**config.mk**
```make
export PLATFORM = sky130hd
export DESIGN_NAME = backlight_dimming_register_bank
export DESIGN_NICKNAME = d
export VERILOG_FILES = /design/src/dim_pkg.sv /design/src/pin_sync_if.sv /design/src/pin_sync.sv /design/src/backlight_dimming_register_bank.sv
export SDC_FILE = /design/constraint.sdc
export NUM_CORES = 1
export LEC_CHECK = 0
export BUFFER_PORTS_ARGS = -buffer_cell sky130_fd_sc_hd__clkbuf_2
export CAP_MARGIN = 20
export CELL_PAD_IN_SITES_DETAIL_PLACEMENT = 2
export CELL_PAD_IN_SITES_GLOBAL_PLACEMENT = 2
export CORE_MARGIN = 8
export CORE_UTILIZATION = 38
export CTS_CLUSTER_SIZE = 30
export DETAILED_ROUTE_END_ITERATION = 10
export PLACE_DENSITY = 0.88
export SLEW_MARGIN = 15
export SYNTH_ARGS = -nofsm -noshare
export SYNTH_HDL_FRONTEND = slang
export SYNTH_SLANG_ARGS = --single-unit
```
**constraint.sdc**
```tcl
create_clock -name ref_clk_i -period 11.7 [get_ports ref_clk_i]
set_input_delay 1.17 -clock ref_clk_i [delete_from_list [all_inputs] [get_ports ref_clk_i]]
set_output_delay 1.17 -clock ref_clk_i [all_outputs]
set_load 0.1 [all_outputs]
```
**src/dim_pkg.sv**
```systemverilog
package dim_pkg;
   // register offsets
   localparam logic [7:0] OFF_BRIGHTNESS = 8'h00;
   localparam logic [7:0] OFF_CONTROL = 8'h01;
   localparam logic [7:0] OFF_STATUS = 8'h02;
   localparam logic [7:0] OFF_IDENT = 8'h03;

   // reset values and unmapped read value
   localparam logic [7:0] BRIGHTNESS_RESET = 8'hff;
   localparam logic [2:0] CONTROL_RESET = 3'h0;
   localparam logic [7:0] STATUS_RESET = 8'h00;
   localparam logic [7:0] FACTOR_FULL = 8'hff;
   localparam logic [7:0] READ_UNMAPPED = 8'h00;

   // control field positions
   localparam int CTL_ON_BIT = 0;
   localparam int CTL_SRC_BIT = 1;
   localparam int CTL_INTERP_BIT = 2;

   // status field positions
   localparam int ST_FAULT_BIT = 0;
   localparam int ST_THERMAL_BIT = 1;
   localparam int ST_OVERCUR_BIT = 2;
   localparam int ST_BL_ON_BIT = 3;
   localparam int ST_ONE_CH_BIT = 4;
   localparam int ST_MULTI_CH_BIT = 5;

   // identification layout
   localparam logic ID_PANEL_BIT = 1'b1;
   localparam logic [3:0] MAKER_CODE_DEF = 4'ha; // arbitrary value
   localparam logic [2:0] REVISION_DEF = 3'h1; // arbitrary value

   // bus addressing, turn-on timing, channel count and product divisor
   localparam logic [6:0] SLAVE_ADDR_DEF = 7'h2c;
   localparam int CLK_MHZ = 200;
   localparam int ON_DELAY_MS = 10;
   localparam int ON_DELAY_CYC = ON_DELAY_MS * 1000 * CLK_MHZ;
   localparam int CHANNELS = 8;
   localparam int DIV_BY_FULL = 255;
endpackage

```
**src/pin_sync_if.sv**
```systemverilog
`timescale 1ns/100ps
interface pin_sync_if #(
   parameter int W = 2
);
   logic [W-1:0] raw;
   logic [W-1:0] clean;

   modport sync (input raw, output clean);
   modport user (output raw, input clean);
endinterface

```
**src/pin_sync.sv**
```systemverilog
`timescale 1ns/100ps
module pin_sync #(
   parameter int W = 2,
   parameter logic [W-1:0] RESET_VAL = '1
) (
   input wire logic ref_clk_i,
   input wire logic reset_n_i,
   pin_sync_if.sync port
);
   logic [W-1:0] s1_q;
   logic [W-1:0] s2_q;
   logic [W-1:0] s3_q;
   logic [W-1:0] clean_q;

   // three stage chain, first stage feeds only the second
   always_ff @(posedge ref_clk_i) begin
      if (!reset_n_i) begin
         s1_q <= RESET_VAL;
         s2_q <= RESET_VAL;
         s3_q <= RESET_VAL;
      end else begin
         s1_q <= port.raw;
         s2_q <= s1_q;
         s3_q <= s2_q;
      end
   end

   // a bit changes once stages two and three agree
   always_ff @(posedge ref_clk_i) begin
      if (!reset_n_i) begin
         clean_q <= RESET_VAL;
      end else begin
         for (int i = 0; i < W; i++) begin
            if (s2_q[i] == s3_q[i]) begin
               clean_q[i] <= s2_q[i];
            end
         end
      end
   end

   assign port.clean = clean_q;
endmodule

```
**src/backlight_dimming_register_bank.sv**
```systemverilog
// Operation
// - brightness register at 0x00, read/write, resets to 0xff.
// - completed write byte in bus or product mode sets the new brightness.
// - code 0xff is full output, 0x00 is 0.4 percent, 256 steps.
// - writes to brightness are dropped while the pin source is selected.
// - reading brightness returns the stored level in every mode.
// - control register at 0x01, bits 0 to 2 read/write, resets to 0x00.
// - control bits 3 to 7 read zero and ignore writes.
// - writing 1 to on bit 0 lights the outputs within 10 ms.
// - writing 0 to on bit 0 turns the outputs off at once.
// - bit 1 selects pin or bus code; bit 2 applies only with bit 1 clear.
// - in pin mode the duty comes only from the measured pin duty.
// - interpretation 1 with source 0 ignores the pin, uses bus code.
// - both mode bits 0 give normalized product of code and pin duty.
// - on entering product mode the pin factor is full until measured.
// - read-only status at 0x02, resets to 0x00, bits 6 and 7 zero.
// - status bit 5 for two or more channels down, bit 4 for one.
// - status bit 3 shows backlight on or off.
// - status bit 2 overcurrent, bit 1 thermal shutdown, else zero.
// - status bit 0 is the OR of all fault bits.
// - identification at 0x03: bit 7 one, maker code, revision.
// - after power-up backlight stays off until the host turns it on.
// - channels disabled after startup set the shutdown status bits.
`timescale 1ns/100ps
module backlight_dimming_register_bank #(
   parameter int unsigned ON_DELAY_CYCLES = dim_pkg::ON_DELAY_CYC,
   parameter logic [6:0] SLAVE_ADDR = dim_pkg::SLAVE_ADDR_DEF,
   parameter logic [3:0] MAKER_CODE = dim_pkg::MAKER_CODE_DEF,
   parameter logic [2:0] REVISION = dim_pkg::REVISION_DEF
) (
   input wire logic ref_clk_i,
   input wire logic reset_n_i,
   input wire logic scl_i,
   input wire logic sda_i,
   output logic sda_o,
   output logic sda_oe_o,
   input wire logic [7:0] duty_measured_i,
   input wire logic duty_valid_i,
   input wire logic [dim_pkg::CHANNELS-1:0] channel_shutdown_i,
   input wire logic input_overcurrent_flag_i,
   input wire logic thermal_shutdown_flag_i,
   output logic led_enable_o,
   output logic [8:0] dim_duty_o,
   output logic [1:0] dim_mode_o
);
   import dim_pkg::*;

   typedef enum logic [3:0] {
      S_IDLE = 4'b0000,
      S_ADDR = 4'b0001,
      S_ADDR_ACK = 4'b0010,
      S_CMD = 4'b0011,
      S_CMD_ACK = 4'b0100,
      S_WDATA = 4'b0101,
      S_WDATA_ACK = 4'b0110,
      S_RDATA = 4'b0111,
      S_RACK = 4'b1000
   } bus_state_e;
   typedef enum logic [1:0] {
      M_PRODUCT = 2'b00,
      M_BUS = 2'b01,
      M_PIN = 2'b10
   } dim_mode_e;

   pin_sync_if #(.W(2)) pins ();
   logic scl, sda, scl_prev_q, sda_prev_q;
   logic scl_rise, scl_fall, start_cond, stop_cond;
   bus_state_e state_q;
   logic [3:0] bit_cnt_q, down_cnt;
   logic [7:0] shift_q, cmd_q, wdata_q, rd_data, bright_q;
   logic rw_q, nak_q, drive_low_q, wr_q;
   logic [2:0] ctrl_q;
   logic [7:0] status_q, status_d, factor_q, eff_code;
   logic [31:0] on_cnt_q;
   logic on_pending_q, led_on_q, product_prev_q;
   dim_mode_e mode;
   logic [15:0] product_full;
   logic [8:0] duty_q;
   // bus pins cross into the core clock domain
   assign pins.raw = {scl_i, sda_i};
   pin_sync #(.W(2), .RESET_VAL(2'b11)) u_pin_sync (
      .ref_clk_i(ref_clk_i),
      .reset_n_i(reset_n_i),
      .port(pins.sync)
   );
   assign scl = pins.clean[1];
   assign sda = pins.clean[0];
   // previous line levels for edge detection
   always_ff @(posedge ref_clk_i) begin
      if (!reset_n_i) begin
         scl_prev_q <= 1'b1;
         sda_prev_q <= 1'b1;
      end else begin
         scl_prev_q <= scl;
         sda_prev_q <= sda;
      end
   end
   // line events
   assign scl_rise = scl & ~scl_prev_q;
   assign scl_fall = ~scl & scl_prev_q;
   assign start_cond = scl & scl_prev_q & sda_prev_q & ~sda;
   assign stop_cond = scl & scl_prev_q & ~sda_prev_q & sda;
   // register read mux by command code
   always_comb begin
      case (cmd_q)
         OFF_BRIGHTNESS: rd_data = bright_q;
         OFF_CONTROL: rd_data = {5'h00, ctrl_q};
         OFF_STATUS: rd_data = status_q;
         OFF_IDENT: rd_data = {ID_PANEL_BIT, MAKER_CODE, REVISION};
         default: rd_data = READ_UNMAPPED;
      endcase
   end
   // bus slave: address, command, write byte and read byte
   always_ff @(posedge ref_clk_i) begin
      if (!reset_n_i) begin
         state_q <= S_IDLE;
         bit_cnt_q <= 4'h0;
         shift_q <= 8'h00;
         cmd_q <= 8'h00;
         rw_q <= 1'b0;
         nak_q <= 1'b0;
         drive_low_q <= 1'b0;
         wr_q <= 1'b0;
         wdata_q <= 8'h00;
      end else begin
         wr_q <= 1'b0;
         if (start_cond) begin
            state_q <= S_ADDR;
            bit_cnt_q <= 4'h0;
            drive_low_q <= 1'b0;
         end else if (stop_cond) begin
            state_q <= S_IDLE;
            drive_low_q <= 1'b0;
         end else begin
            case (state_q)
               S_ADDR, S_CMD, S_WDATA: begin
                  if (scl_rise && bit_cnt_q < 4'h8) begin
                     shift_q <= {shift_q[6:0], sda};
                     bit_cnt_q <= bit_cnt_q + 4'h1;
                  end else if (scl_fall && bit_cnt_q == 4'h8) begin
                     bit_cnt_q <= 4'h0;
                     if (state_q == S_ADDR) begin
                        if (shift_q[7:1] == SLAVE_ADDR) begin
                           rw_q <= shift_q[0];
                           drive_low_q <= 1'b1;
                           state_q <= S_ADDR_ACK;
                        end else begin
                           state_q <= S_IDLE;
                        end
                     end else if (state_q == S_CMD) begin
                        cmd_q <= shift_q;
                        drive_low_q <= 1'b1;
                        state_q <= S_CMD_ACK;
                     end else begin
                        wdata_q <= shift_q;
                        wr_q <= 1'b1;
                        drive_low_q <= 1'b1;
                        state_q <= S_WDATA_ACK;
                     end
                  end
               end
               S_ADDR_ACK: begin
                  if (scl_fall) begin
                     if (rw_q) begin
                        drive_low_q <= ~rd_data[7];
                        shift_q <= {rd_data[6:0], 1'b0};
                        bit_cnt_q <= 4'h1;
                        state_q <= S_RDATA;
                     end else begin
                        drive_low_q <= 1'b0;
                        state_q <= S_CMD;
                     end
                  end
               end
               S_CMD_ACK, S_WDATA_ACK: begin
                  if (scl_fall) begin
                     drive_low_q <= 1'b0;
                     state_q <= S_WDATA;
                  end
               end
               S_RDATA: begin
                  if (scl_fall) begin
                     if (bit_cnt_q < 4'h8) begin
                        drive_low_q <= ~shift_q[7];
                        shift_q <= {shift_q[6:0], 1'b0};
                        bit_cnt_q <= bit_cnt_q + 4'h1;
                     end else begin
                        drive_low_q <= 1'b0;
                        nak_q <= 1'b0;
                        state_q <= S_RACK;
                     end
                  end
               end
               S_RACK: begin
                  if (scl_rise) begin
                     nak_q <= sda;
                  end else if (scl_fall) begin
                     if (nak_q) begin
                        state_q <= S_IDLE;
                     end else begin
                        drive_low_q <= ~rd_data[7];
                        shift_q <= {rd_data[6:0], 1'b0};
                        bit_cnt_q <= 4'h1;
                        state_q <= S_RDATA;
                     end
                  end
               end
               default: begin
                  state_q <= S_IDLE;
                  drive_low_q <= 1'b0;
               end
            endcase
         end
      end
   end
   // open drain: only ever pulls low
   assign sda_o = 1'b0;
   assign sda_oe_o = drive_low_q;
   // brightness code register
   always_ff @(posedge ref_clk_i) begin
      if (!reset_n_i) begin
         bright_q <= BRIGHTNESS_RESET;
      end else if (wr_q && cmd_q == OFF_BRIGHTNESS &&
                   !ctrl_q[CTL_SRC_BIT]) begin
         bright_q <= wdata_q;
      end
   end
   // control register, reserved bits dropped
   always_ff @(posedge ref_clk_i) begin
      if (!reset_n_i) begin
         ctrl_q <= CONTROL_RESET;
      end else if (wr_q && cmd_q == OFF_CONTROL) begin
         ctrl_q <= wdata_q[2:0];
      end
   end
   // turn-on delay after on bit written
   always_ff @(posedge ref_clk_i) begin
      if (!reset_n_i) begin
         on_cnt_q <= 32'h0;
         on_pending_q <= 1'b0;
         led_on_q <= 1'b0;
      end else if (!ctrl_q[CTL_ON_BIT]) begin
         on_cnt_q <= 32'h0;
         on_pending_q <= 1'b0;
         led_on_q <= 1'b0;
      end else if (!led_on_q && !on_pending_q) begin
         on_cnt_q <= 32'h0;
         on_pending_q <= 1'b1;
      end else if (on_pending_q) begin
         if (on_cnt_q >= ON_DELAY_CYCLES - 1) begin
            on_pending_q <= 1'b0;
            led_on_q <= 1'b1;
         end else begin
            on_cnt_q <= on_cnt_q + 32'h1;
         end
      end
   end
   // off takes effect the cycle the bit clears
   assign led_enable_o = led_on_q & ctrl_q[CTL_ON_BIT];
   // dimming source selection
   always_comb begin
      if (ctrl_q[CTL_SRC_BIT]) begin
         mode = M_PIN;
      end else if (ctrl_q[CTL_INTERP_BIT]) begin
         mode = M_BUS;
      end else begin
         mode = M_PRODUCT;
      end
   end
   // pin duty factor, full scale on product mode entry
   always_ff @(posedge ref_clk_i) begin
      if (!reset_n_i) begin
         product_prev_q <= 1'b0;
         factor_q <= FACTOR_FULL;
      end else begin
         product_prev_q <= (mode == M_PRODUCT);
         if (duty_valid_i) begin
            factor_q <= duty_measured_i;
         end else if (mode == M_PRODUCT && !product_prev_q) begin
            factor_q <= FACTOR_FULL;
         end
      end
   end
   // normalized product, rounded down
   assign product_full = (16'(bright_q) * 16'(factor_q)) /
                         16'(DIV_BY_FULL);
   always_comb begin
      case (mode)
         M_PIN: eff_code = factor_q;
         M_BUS: eff_code = bright_q;
         M_PRODUCT: eff_code = product_full[7:0];
         default: eff_code = bright_q;
      endcase
   end
   // duty in 256ths: code 0 is one step, code 255 is all
   always_ff @(posedge ref_clk_i) begin
      if (!reset_n_i) begin
         duty_q <= {1'b0, BRIGHTNESS_RESET} + 9'h001;
      end else begin
         duty_q <= {1'b0, eff_code} + 9'h001;
      end
   end
   assign dim_duty_o = duty_q;
   assign dim_mode_o = mode;
   // count disabled channels
   always_comb begin
      down_cnt = 4'h0;
      for (int i = 0; i < CHANNELS; i++) begin
         down_cnt = down_cnt + {3'h0, channel_shutdown_i[i]};
      end
   end
   // status word from live conditions
   always_comb begin
      status_d = STATUS_RESET;
      status_d[ST_MULTI_CH_BIT] = (down_cnt >= 4'h2);
      status_d[ST_ONE_CH_BIT] = (down_cnt == 4'h1);
      status_d[ST_BL_ON_BIT] = led_enable_o;
      status_d[ST_OVERCUR_BIT] = input_overcurrent_flag_i;
      status_d[ST_THERMAL_BIT] = thermal_shutdown_flag_i;
      status_d[ST_FAULT_BIT] = status_d[ST_MULTI_CH_BIT] |
                               status_d[ST_ONE_CH_BIT] |
                               status_d[ST_OVERCUR_BIT] |
                               status_d[ST_THERMAL_BIT];
   end
   // status register sampled every cycle
   always_ff @(posedge ref_clk_i) begin
      if (!reset_n_i) begin
         status_q <= STATUS_RESET;
      end else begin
         status_q <= status_d;
      end
   end
endmodule

```
# Word level (Yosys, flattened, before mapping)
# Index checks and enable logic that the tools add are counted.
# word_totals
elab_cells	206
output_inout_bits	14
regBits	117
in_bits	23
# op_classes
n_mul	1
n_mux	62
order_cmp	3
div	1
n_eq_ne	40
bitwise_logic	28
n_addsub	10
reduce_logical	34
# ops
cell	n
$mux W8	10
$mux W4	18
$pmux W8 S4	2
$add A32 B1 Y32 const B	1
$ge A32 B21 Y1 const B	1
$ne A4 B4 Y1 const B	8
$ne A2 B2 Y1 const B	13
$mux W1	22
$reduce_and A7 Y1	3
$pmux W4 S5	1
$not A1 Y1	17
$add A4 B1 Y4	4
$div A16 B8 Y16 const B	1
$eq A4 B3 Y1 const B	4
$eq A8 B2 Y1 const B	2
$mul A8 B8 Y16	1
$pmux W4 S4	1
$pmux W8 S2	1
$reduce_and A8 Y1	2
$reduce_and A11 Y1	1
$reduce_and A10 Y1	1
$add A8 B1 Y9 const B	1
$reduce_and A9 Y1	1
$reduce_or A3 Y1	3
31 further kinds	60

# Depth between registers and ports, before layout
# Gate-level depths: netlist of the first run.
# logic_depth
depth_word	11
depth_mapped	48
mapped_depth_nobuf	40

# Cells and area by module
# From an unflattened synthesis of the first run, not the netlist that was laid out.
# hier_totals
cells_unflattened	1129
hier_area_um2	9436.6
# by_module_without_submodules
mod	area_each_um2	cells_each	n_inst	seq_area_each_um2
backlight_dimming_register_bank	9211.3	1109	1	2142.1
pin_sync	225.2	20	1	160.2

# Worst setup path after synthesis of the first run
# No wires, ideal clock.
# synth_path
kind	reg2reg
startpoint	register bright_q[0]
endpoint	register duty_q[4], in the netlist dim_duty_o[4]
period_less_slack_ns	9.870
stages_incl_launch_ff	45
arrival_time_ns	9.743
path_slack_ns	1.830
n_path_buf	5
setup_ns	0.128
t_required_ns	11.572
cell_sequence	dfxtp_1 clkbuf_1 nand2_1 fa_1 fa_1 inv_1 fa_1 inv_1 fa_1 inv_1 ha_1 buf_2 o211ai_1 o21a_1 buf_6 o211ai_1 nor4bb_1 o32a_2 (+9 left out) a211oi_4 nand3_2 o2111a_1 or2_1 a22oi_4 o21a_1 ha_1 inv_1 or2_1 mux2i_1 o2111ai_1 a2111oi_0 o31ai_1 or2_2 ha_1 nand3_1 xor2_1 nor2_1
# synth_between
elab_chain_cells	4
# synth_rtl
item	line_no	text
from (decl)	backlight_dimming_register_bank.sv:70	logic [7:0] shift_q, cmd_q, wdata_q, rd_data, bright_q;
from (signal assigned)	backlight_dimming_register_bank.sv:225	bright_q <= wdata_q;
$mul A8 B8 Y16	backlight_dimming_register_bank.sv:285	assign product_full = (16'(bright_q) * 16'(factor_q)) /
$div A16 B8 Y16	backlight_dimming_register_bank.sv:285	
$pmux W8 S2 *	backlight_dimming_register_bank.sv:288	case (mode)
$add A8 B1 Y9 *	backlight_dimming_register_bank.sv:300	duty_q <= {1'b0, eff_code} + 9'h001;
to (signal assigned)	backlight_dimming_register_bank.sv:298	duty_q <= {1'b0, BRIGHTNESS_RESET} + 9'h001;
to (signal assigned)	backlight_dimming_register_bank.sv:300	
to (decl)	backlight_dimming_register_bank.sv:78	logic [8:0] duty_q;
# Mark *: on every way between the ends. The rest lies on a longest branch, timed or not.
# A chain may end at the register's enable or synchronous reset.

# Worst setup path after layout of the first run
# layout_path
startpoint	register bright_q[6]
endpoint	register duty_q[4], in the netlist dim_duty_o[4]
# layout_between
elab_chain_cells	4
# layout_rtl
item	line_no
$mul A8 B8 Y16	backlight_dimming_register_bank.sv:285
$div A16 B8 Y16	backlight_dimming_register_bank.sv:285
$pmux W8 S2	backlight_dimming_register_bank.sv:288
$add A8 B1 Y9	backlight_dimming_register_bank.sv:300
# Every way passes these cells.

==> results of run 1 <==
area by class of cell:
cell class | count | area (sq um) | share of cell area (%)
Sequential cell | 115 | 2310 | 21.6
Clock inverter | 14 | 153 | 1.43
Multi-Input combinational cell | 952 | 6830 | 63.7
Clock buffer | 18 | 429 | 4.01
Timing Repair Buffer | 49 | 280 | 2.62
Inverter | 79 | 297 | 2.77
Tap cell | 330 | 413 | 3.85
state kept, by name, summed over array words and instances, names as in the netlist, 6 cells and up:
name	cells
on_cnt_q	32
dim_duty_o	9
bright_q	8
cmd_q	8
factor_q	8
shift_q	8
wdata_q	8
status_q	6
critical path, delay by kind of cell (launching register included):
| family | cells | cell delay (ps) |
|---|---|---|
| buffers and inverters | 3 | 170 |
| adders and majority gates | 7 | 2840 |
| AOI/OAI and AO/OA | 16 | 4690 |
| and+or+nand+nor | 10 | 2640 |
| DFF | 1 | 530 |
| muxes | 1 | 190 |
| xor gates and xnor gates | 1 | 170 |
cells by family after synthesis:
group           count (synthesis)  share of synthesized area (%)
flops                         115                           24.0
buf+inv                       139                           5.83
simple gates                  491                           26.5
fa+ha+maj                      84                           14.1
xor+xnor                       43                           4.09
compound gates                292                           21.1
mux                            41                           4.34
other cells                     1                         0.0392
what timing repair did:
item / CTS / global route
hold buffers: 0 / 0
setup endpoints to repair: 2 / 9
endpoints found under the hold margin: 0 / 0
gates resized for setup: 1 / 30
pin swaps: 0 / 1
setup buffers: 0 / 4
through the flow:
| step | setup WS (ps) | utilization, % | setup TNS [ps] | cell area, sq um |
|---|---|---|---|---|
| 2_1_floorplan | 1830 | - | 0 | 9570 |
| 3_3_place_gp | 831 | 40.0 | 0 | 9980 |
| 3_5_place_dp | 36.8 | 40.0 | 0 | 9980 |
| 4_1_cts | 74.8 | 42.3 | 0 | 10600 |
| 5_1_grt | -198 | 42.9 | -602 | 10700 |
| 6_report | 315 | 42.9 | 0 | 10700 |
layout by cell type (no fill, tap or decap), drive strengths merged, types with 4 or more instances in the layout:
cell	count
o211ai	14
nand2	86
ha	44
fa	40
nor4	7
or3	13
o21a	10
nand4b	4
nor2b	8
mux2i	40
or2	15
o31ai	7
nand2b	21
inv	81
a21o	8
a211oi	25
buf	14
o211a	4
clkbuf	53
o22ai	18
nor3	31
o21ai	63
and4b	4
a21oi	74
a31oi	10
and2	80
nand4	12
clkinv	6
a2111oi	7
xnor2	26
nor2	134
clkinvlp	4
o32ai	4
and4	4
dfxtp	115
and3	18
nand3	40
xor2	17
cells in the mapped netlist (all sizes together), types with 8 or more instances:
master	instances	share of area [%]
a31oi	10	0.65
mux2i	40	4.2
and3	18	1.2
o21a	10	0.78
or3	13	0.85
dfxtp	115	24
and2	80	5.2
nand2	86	3.4
buf	13	0.89
nand2b	21	1.4
xnor2	26	2.5
a21oi	74	3.9
inv	77	3.0
nor2b	8	0.52
xor2	17	1.6
o22ai	18	1.2
nor3	31	1.7
clkbuf	47	1.8
nor2	134	5.3
ha	44	5.8
a211oi	25	2.2
or2	15	0.98
o211ai	14	1.1
o21ai	63	3.3
nand3	40	2.2
nand4	12	0.78
fa	40	8.4
a21o	8	0.63
layer usage:
| layer | up-vias | routed length (microns) |
|---|---|---|
| met5 | - | 0 |
| met4 | 0 | 1350 |
| met3 | 100 | 1100 |
| met2 | 221 | 19400 |
| met1 | 4792 | 15500 |
| li1 | 4282 | - |
worst paths after layout:
path | from | end | slack, ps | cells after the start
worst max-delay path | bright_q[6]$_SDFFE_PN1P_ | dim_duty_o[4]$_SDFF_PN0_ | 320 | 38
worst min-delay path | u_pin_sync.s1_q[1]$_SDFF_PN1_ | u_pin_sync.s2_q[1]$_SDFF_PN1_ | 420 | 1
worst max register to register | bright_q[6]$_SDFFE_PN1P_ | dim_duty_o[4]$_SDFF_PN0_ | 320 | 38
worst min register to register | u_pin_sync.s1_q[1]$_SDFF_PN1_ | u_pin_sync.s2_q[1]$_SDFF_PN1_ | 420 | 1
==> flow_summary.ini, run 1 <==
[outcome]
status = completed

[min_path]
hold_path.class = reg -> reg

[critical_path]
cp-start-kind = flip-flop
path_class = reg -> reg
crit_path_top_delay_cell = nor3_1
critPathCaptureType = flip-flop
cp.arrival_ps = 11690
cpMostUsedCell = fa_1
cp_max_fo = 11
cp.required_ps = 12010
cpPeakStageDelay_ps = 620

[clock_tree]
cts-root-buf = clkbuf_16
clkLatencyLatePin_ps = 430
htree_levels = 4
cts_buffer_depth = 2
cts_tree = built
clk_pin_slew_ps = 70
clock-sinks = 115
cts_buffers = 17

[placed_design]
port_buffers = 35
dpl.cell_count = 1521
place_hpwl_microns = 25600
gp_congestion = 0.934

[sta]
fin_crit_ps = 11380
holdWs_ps = 421
slew_viol_final = 0
finalSetupViolCount = 0
final_hold_viol_count = 0
fin_crit_sh_pct = 97.3
tightest_slew_ps = 1010
skew_ps = 11.7
fmax_mhz = 87.8
slew_headroom_pct = 32.4

[synthesis]
synth-seq-cells = 115
yosysSeqAreaShare_pct = 24.0
synth_warnings = 0
synth_edf_count = 0
synth-main-ff-cell = dfxtp_1
postSynth.asyncResetShare_pct = 0
netlist_area_sq_um = 9570
synth_cells = 1206
syn_nets = 1313
synth_area_per_cell_sq_um = 7.94
ys_types = 94

[global_routing]
antenna_found_initial = 0
first_global_vias = 10424
track_usage_pct = 23.9
grt_busiest_layer = met2
use_met2_pct = 43.7
overflow = 0
grt_pass1_wl_microns = 58700
met3_usage_pct = 3.95
grt_max_degree = 42
grt_util_met1_pct = 26.9

[layout]
synthToLayoutAreaGrowth_pct = 11.9
final_cells = 1557
drive_gt1_share_pct = 11.7
n_antenna_cell = 0
finalNetCount = 1321
nFillCells = 2817

[floorplanning]
die-area_sq_um = 30500
die_height_microns = 175
floorplan.initialDensity_pct = 38.4
die_w_microns = 175
pin_count = 37
core_region_area_sq_um = 25000
num_rows = 58

[routing]
drtAntennaViolNets = 0
dr.pass1.iters = 5
wl_per_cell_microns = 24.0
drc = 0
wl_microns = 37400
drt_iter0_markers = 524
dr_total_vias = 9395
routed_via_density = 6.03

[run]
drv_cap = 0
Power of run 1 is not shown: default switching activity piles up to over one toggle a cycle in this logic, so the estimate is an artifact.
==> inputs of run 2 (changes only) <==
--- a/config.mk
+++ b/config.mk
@@ -14,6 +14,7 @@
 export CTS_CLUSTER_SIZE = 30
 export DETAILED_ROUTE_END_ITERATION = 10
 export PLACE_DENSITY = 0.88
+export REMOVE_ABC_BUFFERS = 1
 export SLEW_MARGIN = 15
 export SYNTH_ARGS = -nofsm -noshare
 export SYNTH_HDL_FRONTEND = slang
==> run 2 against run 1 <==
- via count is 0.34% higher
- die area stayed put
- critical path depth is 1 higher
- core utilization is 0.41 points higher
- critical path type unchanged
- highest routed layer unchanged
==> flow_summary.ini, run 2 (same netlist as run 1, synthesis figures left out) <==
[layout]
final_cells = 1558
n_antenna_cell = 0
finalNetCount = 1322
layout_common_cells = nor2_1 (131), dfxtp_1 (103), nand2_1 (86)
nFillCells = 2817
drive_gt1_share_pct = 12.6
synthToLayoutAreaGrowth_pct = 12.9
post-route-cell-area_sq_um = 10800
largest_reg_flops = 32
regMostFlops = on_cnt_q
final_common_cell = nor2_1

[run]
drv_cap = 0

[clock_tree]
clock-sinks = 115
cts_buffer_depth = 2
htree_levels = 4
cts_buffers = 17
clk_pin_slew_ps = 60
clkLatencyLatePin_ps = 420
cts_tree = built
cts-root-buf = clkbuf_16

[global_routing]
grt_max_degree = 44
track_usage_pct = 24.2
grt_util_met1_pct = 26.1
grt_busiest_layer = met2
antenna_found_initial = 0
overflow = 0
first_global_vias = 10496
met3_usage_pct = 3.22
use_met2_pct = 46.0
grt_pass1_wl_microns = 59500

[floorplanning]
pin_count = 37
die-area_sq_um = 30500
num_rows = 58
core_region_area_sq_um = 25000
die_height_microns = 175
die_w_microns = 175
floorplan.initialDensity_pct = 38.4

[sta]
fmax_mhz = 89.4
tightest_slew_ps = 973
slew_viol_final = 0
skew_ps = 9.88
fin_crit_ps = 11180
finalSetupViolCount = 0
slew_headroom_pct = 34.6
fin_crit_sh_pct = 95.6
finalWorstSetupSlack_ps = 518
final_hold_viol_count = 0
holdWs_ps = 428

[critical_path]
cpPeakStageDelay_ps = 550
reg2reg_from = factor_q[7]$_SDFFE_PN1P_
cp-startpoint = factor_q[7]$_SDFFE_PN1P_
cp.required_ps = 11990
cp_max_fo = 11
cp.arrival_ps = 11470
crit_path_top_delay_cell = fa_1
path_class = reg -> reg
cpMostUsedCell = fa_1
cp-start-kind = flip-flop
critPathCaptureType = flip-flop

[routing]
drt_iter0_markers = 511
drtAntennaViolNets = 0
drc = 0
wl_microns = 38500
dr.pass1.iters = 5
routed_via_density = 6.05
dr_total_vias = 9427
wl_per_cell_microns = 24.7

[placed_design]
place_hpwl_microns = 26300
gp_congestion = 0.867
port_buffers = 35
dpl.cell_count = 1518
dp_slack_ps = -321
placed_area_sq_um = 9950

[outcome]
status = completed

[min_path]
hold_path.class = reg -> reg
hold_start = u_pin_sync.s1_q[1]$_SDFF_PN1_
run 2: routing by layer:
metal	wire length, microns	vias up
li1	-	4294
met1	15200	4804
met2	20800	223
met3	944	106
met4	1500	0
met5	0	-
run 2: layout make-up:
| type | count | area, sq um | share of cell area [%] |
|---|---|---|---|
| repair buffers | 49 | 280 | 2.59 |
| inverters | 79 | 297 | 2.74 |
| well taps | 330 | 413 | 3.82 |
| clock buffers | 18 | 439 | 4.06 |
| flip-flops and latches | 115 | 2320 | 21.4 |
| clock inverters | 14 | 128 | 1.18 |
| multi-input cells | 953 | 6940 | 64.2 |
run 2: critical path: cells and delay by family (launching register included):
kind	cells	cell delay [ps]
DFF	1	510
and+or+nand+nor	11	2490
AOI/OAI and AO/OA	15	4270
adders and majority gates	7	3030
xor gates and xnor gates	1	160
muxes	1	200
buffers and inverters	4	370
run 2: path summary, 6_finish.rpt:
path / slack, ps / to / cells past startpoint
max: 520 / dim_duty_o[4]$_SDFF_PN0_ / 39
max reg2reg: 520 / dim_duty_o[4]$_SDFF_PN0_ / 39
min reg2reg: 430 / u_pin_sync.s2_q[1]$_SDFF_PN1_ / 1
min: 430 / u_pin_sync.s2_q[1]$_SDFF_PN1_ / 1
run 2: stage by stage:
| step | TNS (ps) | util (%) |
|---|---|---|
| finish | 0 | 43.3 |
| global route | -239 | 43.3 |
| CTS | 0 | 42.2 |
| detailed placement | -1210 | 39.9 |
| global placement | 0 | 39.9 |
| floorplan | 0 | - |
run 2: timing repair:
item / 4_1_cts / 5_1_grt
gates cloned: 0 / 1
endpoints found under the setup margin: 8 / 9
hold buffers: 0 / 0
setup buffers: 0 / 7
pin swaps: 0 / 3
resized for setup: 2 / 49
Power of run 2 is left out for the same reason.
